**config.mk**
```make
export PLATFORM = sky130hd
export DESIGN_NAME = scs_cfg
export DESIGN_NICKNAME = d
export VERILOG_FILES = /design/src/rtl/scs_pkg.sv /design/src/rtl/scs_sync.sv /design/src/rtl/scs_cfg.sv
export SDC_FILE = /design/constraint.sdc
export NUM_CORES = 1
export LEC_CHECK = 0
export BUFFER_PORTS_ARGS = -buffer_cell sky130_fd_sc_hd__buf_4
export CAP_MARGIN = 5
export CORE_ASPECT_RATIO = 1.1
export CORE_MARGIN = 2
export CORE_UTILIZATION = 40
export CTS_CLUSTER_SIZE = 24
export DETAILED_ROUTE_END_ITERATION = 16
export SLEW_MARGIN = 20
export SYNTH_ARGS = -nofsm -noshare
export SYNTH_HDL_FRONTEND = slang
export SYNTH_SLANG_ARGS = --single-unit
export TNS_END_PERCENT = 10
```
**constraint.sdc**
```tcl
create_clock -name clk_sys -period 3.3 [get_ports clk_sys]
set_input_delay 0.495 -clock clk_sys [delete_from_list [all_inputs] [get_ports clk_sys]]
set_output_delay 0.495 -clock clk_sys [all_outputs]
set_load 0.1 [all_outputs]
```
**src/rtl/scs_pkg.sv**
```systemverilog
`default_nettype none
package scs_pkg;

    // ------------------------------------------------------------
    // Register location and layout
    // ------------------------------------------------------------
    localparam logic [7:0] SFR_ADDR = 8'ha1;   // Register address
    localparam logic [3:0] SFR_PAGE = 4'h0;    // Register page
    localparam logic [7:0] RESET_VAL = 8'h07;  // Value after reset
    localparam int BIT_BUSY = 7;               // Transfer busy
    localparam int BIT_MASTER = 6;             // Master select
    localparam int BIT_PHASE = 5;              // Clock phase
    localparam int BIT_IDLE = 4;               // Clock idle level
    localparam int BIT_SELECTED = 3;           // De-glitched select
    localparam int BIT_RAW_SEL = 2;            // Raw select pin
    localparam int BIT_SR_EMPTY = 1;           // Shift register empty
    localparam int BIT_RX_EMPTY = 0;           // Receive buffer empty
    localparam logic [7:0] WR_MASK = 8'h70;    // Writable bits

    // ------------------------------------------------------------
    // Timing
    // ------------------------------------------------------------
    localparam int CLK_PERIOD_NS = 20;         // Core clock period
    localparam int GLITCH_NS = 40;             // Least stable time
    localparam int GLITCH_CYC =
        (GLITCH_NS + CLK_PERIOD_NS - 1) / CLK_PERIOD_NS;
    localparam logic [2:0] GLITCH_CNT = 3'(GLITCH_CYC); // Filter count
    localparam logic [3:0] MST_HALF = 4'h4;    // Master half period
    localparam logic [2:0] BITS_LAST = 3'h7;   // Last bit index

    // Link pins sampled together
    typedef struct packed {
        logic sck;   // Serial clock
        logic mosi;  // Master out
        logic miso;  // Master in
        logic sel_n; // Slave select, active low
    } scs_pins_type;

    // Register bus request
    typedef struct packed {
        logic [3:0] page;  // Register page
        logic [7:0] addr;  // Register address
        logic [7:0] wdata; // Write data
        logic wr;          // Write strobe
        logic rd;          // Read strobe
    } scs_bus_type;

endpackage : scs_pkg
`default_nettype wire

```
**src/rtl/scs_sync.sv**
```systemverilog
`timescale 1ns/10ps
`default_nettype none
// ----------------------------------------------------------------
// Two-stage synchroniser with optional stable-level filter
// ----------------------------------------------------------------
module scs_sync #(
    parameter logic INIT = 1'b0,        // Reset level
    parameter logic [2:0] FILT = 3'h0   // Cycles of stability, 0 = none
) (
    input wire logic clk_sys,  // Core clock
    input wire logic rst,      // Sync reset
    input wire logic din,      // Async input
    output logic sync,         // Two-flop copy
    output logic filt          // Filtered copy
);
    logic meta_reg;            // First stage, read only by sync
    logic [2:0] cnt_reg;       // Stability counter

    // Plain two-flop chain
    always_ff @(posedge clk_sys) begin
        if (rst) begin
            meta_reg <= INIT;
            sync <= INIT;
        end else begin
            meta_reg <= din;
            sync <= meta_reg;
        end
    end

    // Filter: only a level held FILT+1 cycles passes
    always_ff @(posedge clk_sys) begin
        if (rst) begin
            cnt_reg <= 3'h0;
            filt <= INIT;
        end else if (sync == filt) begin
            cnt_reg <= 3'h0;
        end else if (cnt_reg >= FILT) begin
            filt <= sync;
            cnt_reg <= 3'h0;
        end else begin
            cnt_reg <= cnt_reg + 3'h1;
        end
    end
endmodule : scs_sync
`default_nettype wire

```
**src/rtl/scs_cfg.sv**
```systemverilog
// Contract
// - Busy flag high during any transfer
// - Master select bit picks master or slave
// - Phase bit picks first or second edge
// - Idle level bit sets clock rest level
// - Selected flag follows de-glitched select low
// - Raw pin bit shows instantaneous select
// - Slave shift empty set done, cleared activity
// - Master reports shift empty as one
// - Slave receive empty cleared by unread data
// - Master reports receive empty as one
// - Slave samples MOSI at bit centre
// - Master samples MISO one clock early
// - Register at address a1, page 0
// - Both ends share phase and idle level
`timescale 1ns/10ps
`default_nettype none
module scs_cfg (
    input wire logic clk_sys,                   // Core clock, 50 MHz
    input wire logic rst,                       // Sync reset, active high
    input wire scs_pkg::scs_bus_type bus,       // Register access
    input wire logic port_enable_bit,           // Port enable
    input wire logic tx_load,                   // Byte into transmit buffer
    input wire logic rx_read,                   // Receive buffer read
    input wire logic [7:0] tx_data,             // Byte to send
    input wire logic sck_in,                    // Serial clock pin
    input wire logic mosi_in,                   // Master out pin
    input wire logic miso_in,                   // Master in pin
    input wire logic sel_n_in,                  // Select pin, active low
    output logic [7:0] rdata,                   // Read data
    output logic sck_out,                       // Serial clock drive
    output logic sck_oe,                        // Serial clock enable
    output logic mosi_out,                      // Master out drive
    output logic miso_out,                      // Master in drive
    output logic miso_oe,                       // Master in enable
    output logic [7:0] rx_data,                 // Received byte
    output logic rx_valid                       // Unread byte present
);
    // ------------------------------------------------------------
    // Pin synchronisers
    // ------------------------------------------------------------
    scs_pkg::scs_pins_type pin_s;   // Synchronised pins
    logic sel_n_filt;               // De-glitched select

    scs_sync #(.INIT(1'b0), .FILT(3'h0)) u_sck (.clk_sys(clk_sys),
        .rst(rst), .din(sck_in), .sync(pin_s.sck), .filt());
    scs_sync #(.INIT(1'b0), .FILT(3'h0)) u_mosi (.clk_sys(clk_sys),
        .rst(rst), .din(mosi_in), .sync(pin_s.mosi), .filt());
    scs_sync #(.INIT(1'b0), .FILT(3'h0)) u_miso (.clk_sys(clk_sys),
        .rst(rst), .din(miso_in), .sync(pin_s.miso), .filt());
    // Select gets the filter too; raw copy serves the pin bit
    scs_sync #(.INIT(1'b1), .FILT(scs_pkg::GLITCH_CNT)) u_sel (
        .clk_sys(clk_sys), .rst(rst), .din(sel_n_in), .sync(pin_s.sel_n),
        .filt(sel_n_filt));

    // ------------------------------------------------------------
    // Configuration register
    // ------------------------------------------------------------
    logic master_reg;   // Master select bit
    logic phase_reg;    // Clock phase select
    logic idle_reg;     // Clock idle level
    logic hit;          // Address decode

    assign hit = (bus.addr == scs_pkg::SFR_ADDR)
        && (bus.page == scs_pkg::SFR_PAGE);

    // Only the three control bits store; status bits ignore writes
    always_ff @(posedge clk_sys) begin
        if (rst) begin
            master_reg <= scs_pkg::RESET_VAL[scs_pkg::BIT_MASTER];
            phase_reg <= scs_pkg::RESET_VAL[scs_pkg::BIT_PHASE];
            idle_reg <= scs_pkg::RESET_VAL[scs_pkg::BIT_IDLE];
        end else if (bus.wr && hit) begin
            master_reg <= bus.wdata[scs_pkg::BIT_MASTER];
            phase_reg <= bus.wdata[scs_pkg::BIT_PHASE];
            idle_reg <= bus.wdata[scs_pkg::BIT_IDLE];
        end
    end

    // ------------------------------------------------------------
    // Shared shift engine
    // ------------------------------------------------------------
    typedef enum logic [1:0] {ST_IDLE, ST_LEAD, ST_TRAIL} scs_st_type;
    scs_st_type st_reg;         // Master sequencer state
    logic [3:0] div_reg;        // Master half-period counter
    logic [2:0] bit_reg;        // Bit index
    logic [7:0] shift_reg;      // Shift register
    logic [7:0] txbuf_reg;      // Transmit buffer
    logic txfull_reg;           // Transmit buffer holds a byte
    logic sr_empty_reg;         // Shift register empty (slave)
    logic sck_d_reg;            // Previous synchronised clock
    logic busy;                 // Transfer in progress
    logic slv_act;              // Slave active
    logic sck_lvl;              // Clock with idle level removed
    logic lead_edge;            // First edge of bit
    logic trail_edge;           // Second edge of bit
    logic samp_s;               // Slave sample moment
    logic last_edge;            // Final clock edge of a byte
    logic done_s;               // Slave byte done
    logic m_samp;               // Master sample moment
    logic m_done;               // Master byte done

    assign slv_act = port_enable_bit && !master_reg && !sel_n_filt;
    assign sck_lvl = pin_s.sck ^ idle_reg;
    assign lead_edge = slv_act && sck_lvl && !(sck_d_reg ^ idle_reg);
    assign trail_edge = slv_act && !sck_lvl && (sck_d_reg ^ idle_reg);
    // Phase 0 samples the first edge, phase 1 the second
    // Outgoing bit moves on the sample edge as well; the sync lag
    // still leaves it a full half bit ahead of the far end's sample
    assign samp_s = phase_reg ? trail_edge : lead_edge;
    // Eighth trailing edge ends a byte in either phase
    assign last_edge = trail_edge
        && (bit_reg == (phase_reg ? scs_pkg::BITS_LAST : 3'h0));
    assign done_s = samp_s && (bit_reg == scs_pkg::BITS_LAST);
    // One core clock before the bit ends
    assign m_samp = (st_reg == ST_TRAIL) && (div_reg == 4'h1);
    assign m_done = m_samp && (bit_reg == scs_pkg::BITS_LAST);
    assign busy = (st_reg != ST_IDLE)
        || (slv_act && (bit_reg != 3'h0 || !sr_empty_reg));

    // Previous clock level for edge detection
    always_ff @(posedge clk_sys) begin
        if (rst) begin
            sck_d_reg <= 1'b0;
        end else begin
            sck_d_reg <= pin_s.sck;
        end
    end

    // Master sequencer: lead half then trail half for each bit
    always_ff @(posedge clk_sys) begin
        if (rst || !port_enable_bit || !master_reg) begin
            st_reg <= ST_IDLE;
            div_reg <= 4'h0;
        end else begin
            case (st_reg)
                ST_IDLE: begin
                    if (txfull_reg) begin
                        st_reg <= ST_LEAD;
                        div_reg <= scs_pkg::MST_HALF;
                    end
                end
                ST_LEAD: begin
                    if (div_reg == 4'h1) begin
                        st_reg <= ST_TRAIL;
                        div_reg <= scs_pkg::MST_HALF;
                    end else begin
                        div_reg <= div_reg - 4'h1;
                    end
                end
                ST_TRAIL: begin
                    if (div_reg == 4'h1) begin
                        st_reg <= (bit_reg == scs_pkg::BITS_LAST)
                            ? ST_IDLE : ST_LEAD;
                        div_reg <= scs_pkg::MST_HALF;
                    end else begin
                        div_reg <= div_reg - 4'h1;
                    end
                end
                default: begin
                    st_reg <= ST_IDLE;
                end
            endcase
        end
    end

    // Shifting, bit count and transmit buffer
    always_ff @(posedge clk_sys) begin
        if (rst || !port_enable_bit) begin
            bit_reg <= 3'h0;
            shift_reg <= 8'h00;
            txbuf_reg <= 8'h00;
            txfull_reg <= 1'b0;
        end else begin
            if (tx_load && !txfull_reg) begin
                txbuf_reg <= tx_data;
                txfull_reg <= 1'b1;
            end
            if (master_reg) begin
                if (st_reg == ST_IDLE && txfull_reg) begin
                    shift_reg <= txbuf_reg;
                    txfull_reg <= 1'b0;
                    bit_reg <= 3'h0;
                end else if (m_samp) begin
                    shift_reg <= {shift_reg[6:0], pin_s.miso};
                    bit_reg <= bit_reg + 3'h1;
                end
            end else if (sr_empty_reg && txfull_reg) begin
                // Empty register takes the byte at once, selected or not
                shift_reg <= txbuf_reg;
                txfull_reg <= 1'b0;
            end else if (sel_n_filt) begin
                bit_reg <= 3'h0;  // Deselect restarts the count
            end else if (samp_s) begin
                shift_reg <= {shift_reg[6:0], pin_s.mosi};
                bit_reg <= bit_reg + 3'h1;
            end
        end
    end

    // Slave shift register empty: loading or clock activity clears
    always_ff @(posedge clk_sys) begin
        if (rst || !port_enable_bit) begin
            sr_empty_reg <= 1'b1;
        end else if ((sr_empty_reg && txfull_reg) || lead_edge
            || trail_edge) begin
            sr_empty_reg <= last_edge;
        end
    end

    // Receive buffer: arrival loads only an empty buffer; one meeting a full buffer is dropped, even with a same-cycle read
    always_ff @(posedge clk_sys) begin
        if (rst) begin
            rx_data <= 8'h00;
            rx_valid <= 1'b0;
        end else if ((done_s || m_done) && !rx_valid) begin
            rx_data <= {shift_reg[6:0],
                master_reg ? pin_s.miso : pin_s.mosi};
            rx_valid <= 1'b1;
        end else if (rx_read) begin
            rx_valid <= 1'b0;
        end
    end

    // ------------------------------------------------------------
    // Pin drive, registered
    // ------------------------------------------------------------
    always_ff @(posedge clk_sys) begin
        if (rst) begin
            sck_out <= 1'b0;
            sck_oe <= 1'b0;
            mosi_out <= 1'b0;
            miso_out <= 1'b0;
            miso_oe <= 1'b0;
        end else begin
            sck_oe <= port_enable_bit && master_reg;
            // Clock leaves idle in the second half when phase is 0
            sck_out <= idle_reg ^ ((st_reg == ST_LEAD) == phase_reg
                && st_reg != ST_IDLE);
            mosi_out <= shift_reg[7];
            miso_out <= shift_reg[7];
            miso_oe <= slv_act;
        end
    end

    // ------------------------------------------------------------
    // Read path
    // ------------------------------------------------------------
    always_ff @(posedge clk_sys) begin
        if (rst) begin
            rdata <= scs_pkg::RESET_VAL;
        end else if (bus.rd && hit) begin
            rdata <= {busy, master_reg, phase_reg, idle_reg,
                !sel_n_filt,
                pin_s.sel_n,
                master_reg ? 1'b1 : sr_empty_reg,
                master_reg ? 1'b1 : !rx_valid};
        end else begin
            rdata <= 8'h00;
        end
    end
endmodule : scs_cfg
`default_nettype wire

```
---- Yosys cells after proc, flatten, opt, wreduce, memory -nomap -nowiden ----
Index checks and enable logic that the tools add are counted.
cells by class
  $add $sub $neg .......................... 3
  magnitude comparators ................... 1
  equality and inequality tests ........... 14
  muxes and demuxes ....................... 32
  bitwise gates (word level) .............. 5
  reductions and logical operators ........ 51
operators by type and width
  cell                                                               count
  two-way mux 8 bit                                                  6
  two-way mux 3 bit                                                  8
  logical AND 1 bit                                                  20
  two-way mux 1 bit                                                  11
  AND reduction 3 bit                                                3
  nonzero test 3 bit                                                 3
  == test 8 bit, second input constant                               1
  zero test 1 bit                                                    8
  two-way mux 4 bit                                                  2
  one-hot mux 4 bit (2 select lines)                                 1
  logical OR 1 bit                                                   7
  adder 3 x 1 -> 3 bit, second input constant                        2
  two-way mux 2 bit                                                  3
  inequality test 2 bit, second input constant                       3
  one-hot mux 2 bit (3 select lines)                                 1
  nonzero test 2 bit                                                 3
  == test 4 x 1 -> 1 bit, second input constant                      1
  zero test 4 bit                                                    1
  AND reduction 2 bit                                                2
  OR reduction 2 bit                                                 2
  subtractor 4 x 1 -> 4 bit, second input constant                   1
  == test 3 bit                                                      1
  == test 3 bit, second input constant                               1
  greater-or-equal comparator 3 x 2 -> 1 bit, second input constant  1
  other kinds (10)                                                   14
word-level totals
  flip-flop bits (word level) ............. 64
  input port bits ......................... 39
  output and inout bits ................... 22
  logic and storage cells ................. 135

---- Longest topological paths before layout ----
Gate-level depths: netlist of run 1.
  word-level depth ........................ 10
  mapped depth ............................ 9
  depth with buffers taken out ............ 6

---- Cells and area by module ----
From an unflattened synthesis of run 1, not the netlist that was laid out.
unflattened totals
  cells, all modules ...................... 310
  area, all modules ....................... 3,015.4 µm²
modules (own cells, without submodules)
  module                  times used  cells an instance  area each (µm²)  seq. area each (µm²)
  scs_cfg                 1           275                2,558.7          1,041.0
  scs_sync at u_miso ...  3           6                  78.8             60.1
  scs_sync at u_sel       1           17                 220.2            120.1

---- Least setup slack after synthesis of run 1 ----
OpenSTA, ideal clock, no wires.
  path type ............................... reg-to-output
  start ................................... register, netlist name miso_out
  end ..................................... output port mosi_out
  data arrival time ....................... 1,356 ps
  required time ........................... 2,805 ps
  slack ................................... 1,449 ps
  cell stages (with the launch flop) ...... 2
  buffers on the path ..................... 1
  cells stage by stage .................... dfxtp_1 > buf_4
RTL lines
  item              RTL line       source
  end: declaration  scs_cfg.sv:33  output logic mosi_out,

---- Worst setup path in the final report of run 1 ----
  start ................................... register st_reg[0]
  end ..................................... register shift_reg[7]
on the way
  cells in the longest elaborated chain, start to end .. 4
  elaborated cells between the ends (all ways) .. 8
  those cells by class .................... eq/ne: 2; mux: 2; reduce/logical: 4
ends and longest elaborated chain
  item                                                                                  RTL line                        source
  start: declaration                                                                    scs_cfg.sv:84                   scs_st_type st_reg;
  start signal: assignment                                                              scs_cfg.sv:153                  st_reg <= (bit_reg == scs_pkg::BITS_LAST)
  == test 2 bit or zero test 2 bit (tied branches)                                      scs_cfg.sv:116, scs_cfg.sv:180
  logical AND 1 bit, on equally long branches                                           scs_cfg.sv:116, scs_cfg.sv:180
  inequality test 3 x 1 -> 1 bit (no source line) or two-way mux 8 bit (tied branches)  n/a
  AND reduction 3 bit (no source line) or two-way mux 8 bit (tied branches)             n/a
  end signal: assignment                                                                scs_cfg.sv:181                  shift_reg <= txbuf_reg;
  end signal: assignment                                                                scs_cfg.sv:185                  shift_reg <= {shift_reg[6:0], pin_s.miso};
  end signal: assignment                                                                scs_cfg.sv:190                  shift_reg <= txbuf_reg;
  end: declaration                                                                      scs_cfg.sv:87                   logic [7:0] shift_reg;
Parallel ways exist; a longest one is shown, timed or not.
A chain may end at the register's enable or synchronous reset.

==> flow_metrics.tcl, run 1 <==
set metrics [dict create \
    synth_warnings 0 \
    r2r_cells 6 \
    ys.flop_type "dfxtp_1" \
    grt_pass1_wl_um 10100 \
    synth_area_leaders "dfxtp_1, mux2i_1, ha_1" \
    hold_buffers 0 \
    hp-start "sel_n_in" \
    wire_per_inst_um 13.12 \
    r2r_end "shift_reg[7]$_SDFFE_PP0P_" \
    synth_compound_area_frac 0.1416 \
    vias_per_cell 4.991 \
    cts-root-buf "clkbuf_8" \
    fin_crit_sh 0.6247 \
    worstPathMaxFanout 10 \
    filler_cell_count 700 \
    drive_gt1_frac 0.2355 \
    dr.max_layer_used "met4" \
    min_path_type "in -> reg" \
    wl_met3_um 200 \
    startpoint_type "flip-flop" \
    cp.required_ns 3.56 \
    timing.fmax_mhz 485.1 \
    period_minus_slack_ns 2.061 \
    worst_slew_pin_slew_ns 0.8979 \
    first_iter_violations 63 \
    syn_area_um2 2845 \
    critical_path_class "reg -> reg" \
    setup_viol 0 \
    avgSynthCellArea_um2 9.359 \
    finalNetCount 406 \
    drcViolationCount 0 \
    synth.most_common_cell "dfxtp_1" \
    finalWeightedCongestion 0.7802 \
    synth_top_family_by_area "simple AND/OR/NAND/NOR gates" \
    synthCells 304 \
    powerDensity_nw_per_um2 449.6 \
    reg2reg_setup_slack_ns 1.24 \
    synthDistinctLibCells 52 \
    whs_endpoint "u_sel.meta_reg$_SDFF_PP1_" \
    grtUsageTotal 0.1599 \
    synth.top_cell.area_share 0.4503 \
    synth_common_cells "dfxtp_1, nand2_1, mux2i_1" \
    grt_pass1_vias 2193 \
    worstSkewPairLatency_ns 0.34 \
    wl_um 5853 \
    rows 32 \
    synth.net_count 354 \
    numPortBuffers 55 \
    yosys.area_share.xor_xnor 0.01231 \
    hold_viol 0 \
    muxShareOfSynthArea 0.1108 \
    num_io_pins 61 \
    antenna_found_initial 0 \
    worstReg2RegStart "st_reg[0]$_SDFFE_PP0P_" \
    rsz0062_at_grt "no" \
    finalPower_mw 1.571 \
    overflow 0 \
    drt_first_pass_iters 4 \
    post_cts_resized 0 \
    clk_pin_slew_worst_paths_ns 0.07 \
    die_w_um 84.42 \
    synth_largest_area_cell "dfxtp_1" \
    slew_viol_final 0 \
    start_util 0.4084 \
    hold_slack_ns 0.3435 \
    ant_nets 0 \
    numCtsBuffers 9 \
    synthSimpleGateAreaFrac 0.1895 \
    cap_violations 0 \
    diodes 0 \
    post-cts-setup-buffers 0 \
    finalSetupTns_ns 0 \
    dpl.hpwl_um 4164 \
    async_flop_share 0 \
    status "finished clean" \
    p_leak_nw 1.483 \
    num_vias 2226 \
    htreeDepth 3 \
    cp-end-kind "flip-flop" \
    hold_depth 2 \
    synthAdderAreaFrac 0.04837 \
    wl_met2_um 2608 \
    seq_area_frac_synth 0.4503 \
    fin_worst_skew_ns 0.008952 \
    cp_data_arrival_time_ns 2.32 \
    tritoncts "built" \
    ys_seq_elements 64 \
    core_um2 6967 \
    synth-edff-count 0 \
    die_area_um2 7805 \
    clockBufferDepth 2 \
    maxSlewHeadroom 0.4001 \
    grt_max_degree 25 \
    cts.sinks 64 \
    syn2layout_area_growth_pct 22.78 \
    chipHeight_um 92.46 \
    vdd_drop_max_mv 0.2746 \
    wl_met1_um 2919 \
]
==> worst max-delay path by stage <==
stage / start / to / slack (ns)
after global routing: st_reg[0]$_SDFFE_PP0P_ / shift_reg[3]$_SDFFE_PP0P_ / 1.12
final: st_reg[0]$_SDFFE_PP0P_ / shift_reg[7]$_SDFFE_PP0P_ / 1.24
after global placement: st_reg[0]$_SDFFE_PP0P_ / shift_reg[7]$_SDFFE_PP0P_ / 1.33
after detailed placement: st_reg[0]$_SDFFE_PP0P_ / shift_reg[0]$_SDFFE_PP0P_ / 1.28
after floorplan: miso_out$_SDFF_PP0_ / mosi_out / 1.45
after CTS: st_reg[0]$_SDFFE_PP0P_ / shift_reg[7]$_SDFFE_PP0P_ / 1.24
==> cell type report <==
cell class,count,area [um^2],share of cell area
Sequential cell,64,1281,0.3668
Multi-Input combinational cell,212,1430,0.4094
Timing Repair Buffer,58,435.4,0.1246
Clock inverter,3,40.04,0.01146
Inverter,11,41.29,0.01182
Tap cell,85,106.4,0.03044
Clock buffer,13,158.9,0.04549
==> critical path, stage by stage, from the launching register on <==
cell and delay [ns]:
dfxtp_1 0.41, inv_1 0.08, ha_1 0.34, a21bo_2 0.34, o21ai_1 0.15, o21a_1 0.43, mux2i_1 0.23
==> stage by stage <==
step	setup WS [ns]	instance area (um^2)	utilization	std cells
floorplan	1.449	2845	-	304
global placement	1.330	3294	0.4729	430
detailed placement	1.282	3294	0.4729	430
CTS	1.239	3493	0.5014	446
global route	1.123	3493	0.5014	446
finish	1.239	3493	0.5014	446
==> kinds of logic after synthesis <==
| logic type | after synthesis |
|---|---|
| AND/OR/NAND/NOR | 107 |
| buffers and inverters | 28 |
| XOR/XNOR | 4 |
| flip-flops | 64 |
| multiplexers | 31 |
| AO/OA/AOI/OAI | 59 |
| adder cells (fa/ha/maj) | 11 |
==> report_power, final <==
group	leakage [nW]	internal [mW]	total, mW	switching [mW]
logic	0.860	0.0499	0.105	0.0552
registers	0.519	0.784	0.792	0.00788
clock network	0.103	0.388	0.674	0.285
total	1.48	1.22	1.57	0.349
==> layout by cell type (no fill, tap or decap), types with 3 or more instances in the layout <==
cell / n
or2_2: 3
clkbuf_8: 11
nor4b_1: 3
nand2_1: 35
a21oi_1: 9
mux2i_1: 29
inv_1: 11
nand4_1: 5
o21ai_0: 17
a21o_1: 9
nand3_1: 9
nor2_1: 21
nor2b_1: 17
dfxtp_1: 64
ha_1: 11
buf_4: 58
==> metal layers <==
metal	up-vias	global-route usage
met4	0	0.08333
li1	1161	-
met1	1016	0.2161
met2	37	0.2401
met5	-	0
met3	12	0.03387
Note: power is estimated with default switching activity, not from simulation.
==> run 2: changes to the inputs <==
==> constraint.sdc (replaced) <==
create_clock -name clk_sys -period 2 [get_ports clk_sys]
set_input_delay 0.3 -clock clk_sys [delete_from_list [all_inputs] [get_ports clk_sys]]
set_output_delay 0.3 -clock clk_sys [all_outputs]
set_load 0.1 [all_outputs]
==> run 2 against run 1 <==
Compared with the run above: worst setup slack lost 1.0 ns; non-clock buffer count grew 9; largest cell class unchanged; sequential share of layout area shrank 0.43 points; die area is the same; via count grew 1.4%; register-to-register slack lost 1.0 ns; combinational power grew 70%; clock skew shrank 0.0034 ns; sequential power grew 65%; first-iteration DRC count grew 48%; clock power grew 46%.
==> flow_metrics.tcl, run 2 (synthesized netlist as in run 1, its figures left out) <==
set metrics [dict create \
    core_um2 6967 \
    num_vias 2258 \
    grtUsageTotal 0.1582 \
    grt_pass1_wl_um 9887 \
    post-cts-setup-buffers 0 \
    start_util 0.4084 \
    antenna_found_initial 0 \
    vdd_drop_max_mv 0.3787 \
    tritoncts "built" \
    cp_data_arrival_time_ns 2.01 \
    cp-end-kind "flip-flop" \
    wl_um 5818 \
    cts.sinks 64 \
    startpoint_type "flip-flop" \
    worstPathMaxFanout 7 \
    finalWeightedCongestion 0.7848 \
    numCtsBuffers 9 \
    fin_worst_skew_ns 0.005506 \
    cp.required_ns 2.22 \
    hold_viol 0 \
    first_iter_violations 93 \
    post_cts_resized 0 \
    dpl.hpwl_um 4306 \
    chipHeight_um 92.46 \
    postPlaceCellArea_um2 3362 \
    wire_per_inst_um 12.84 \
    ant_nets 0 \
    grt_max_degree 24 \
    cap_violations 0 \
    instances_no_fill 453 \
    powerDensity_nw_per_um2 699.1 \
    clk_pin_slew_worst_paths_ns 0.06 \
    layout_commonest_cell "buf_4" \
    die_area_um2 7805 \
    rows 32 \
    vias_per_cell 4.985 \
    grt_pass1_vias 2101 \
    worst_slew_pin_slew_ns 0.4459 \
    final_area_um2 3535 \
    clockBufferDepth 2 \
    slew_viol_final 0 \
    cts-root-buf "clkbuf_8" \
    p_leak_nw 1.514 \
    finalSetupTns_ns 0 \
    hold_depth 2 \
    hold_buffers 0 \
    num_io_pins 61 \
    min_path_type "in -> reg" \
    fin_crit_sh 0.8964 \
    setup_viol 0 \
    drt_first_pass_iters 4 \
    pre_cts_ws_ns 0.2216 \
    filler_cell_count 685 \
    syn2layout_area_growth_pct 24.23 \
    layout_setup_ws_ns 0.2072 \
    period_minus_slack_ns 1.793 \
    finalNetCount 415 \
    r2r_cells 7 \
    maxSlewHeadroom 0.7023 \
    timing.fmax_mhz 557.8 \
    drcViolationCount 0 \
    drive_gt1_frac 0.2500 \
    worstSkewPairLatency_ns 0.33 \
    htreeDepth 3 \
    diodes 0 \
    rsz0062_at_grt "no" \
    final_cell_mix "buf_4, dfxtp_1, nand2_1" \
    numPortBuffers 55 \
    critical_path_class "reg -> reg" \
    die_w_um 84.42 \
    overflow 0 \
    status "finished clean" \
    place_inst 439 \
]
## run 2: changes by cell type in the layout (fill, tap and decap cells not counted)
cell	before	now
buf_4	58	67
bufinv_16	1	0
clkbuf_8	11	12
clkinv_2	2	0
## run 2: worst max-delay path, cell delays in order, from the launching register on
cell,delay (ns)
dfxtp_1,0.38
inv_1,0.08
ha_1,0.25
buf_4,0.18
nor2b_1,0.18
nor2_1,0.36
a41o_1,0.23
nor2_1,0.04
## run 2: final cells by class
type / instances / area [um^2] / share of cell area
clock buffers: 14 / 172.7 / 0.04885
inverters: 11 / 41.29 / 0.01168
repair buffers: 67 / 503.0 / 0.1423
well taps: 85 / 106.4 / 0.03009
flip-flops and latches: 64 / 1281 / 0.3625
multi-input cells: 212 / 1430 / 0.4046
## run 2: layer usage
metal | global-route usage | vias up | part of all wire
li1 | - | 1176 | -
met1 | 0.2120 | 1041 | 0.49
met2 | 0.2427 | 37 | 0.46
met3 | 0.03654 | 4 | 0.036
met4 | 0.07143 | 0 | 0.0072
met5 | 0 | - | 0
## run 2: per-stage QoR
step                utilization  power [mW]  hold slack [ns]
finish                   0.5074       2.471           0.1543
global route             0.5074       2.584           0.1395
CTS                      0.5074       2.510           0.1352
detailed placement       0.4826       1.516           0.4247
global placement         0.4826       1.514           0.4192
floorplan                     -       1.435           0.3716
## run 2: worst paths after layout
kind / end / slack [ns] / start
worst min register to register: u_mosi.sync$_SDFF_PP0_ / 0.44 / u_mosi.meta_reg$_SDFF_PP0_
worst min-delay path: u_sel.meta_reg$_SDFF_PP1_ / 0.15 / sel_n_in
worst max-delay path: div_reg[2]$_SDFFE_PP0P_ / 0.21 / st_reg[0]$_SDFFE_PP0P_
worst max register to register: div_reg[2]$_SDFFE_PP0P_ / 0.21 / st_reg[0]$_SDFFE_PP0P_
## run 2: power by group
part | total [mW] | leakage (nW) | switching, mW | internal [mW]
Sequential | 1.31 | 0.519 | 0.0124 | 1.29
Combinational | 0.179 | 0.905 | 0.0924 | 0.0871
Clock | 0.985 | 0.0886 | 0.446 | 0.540
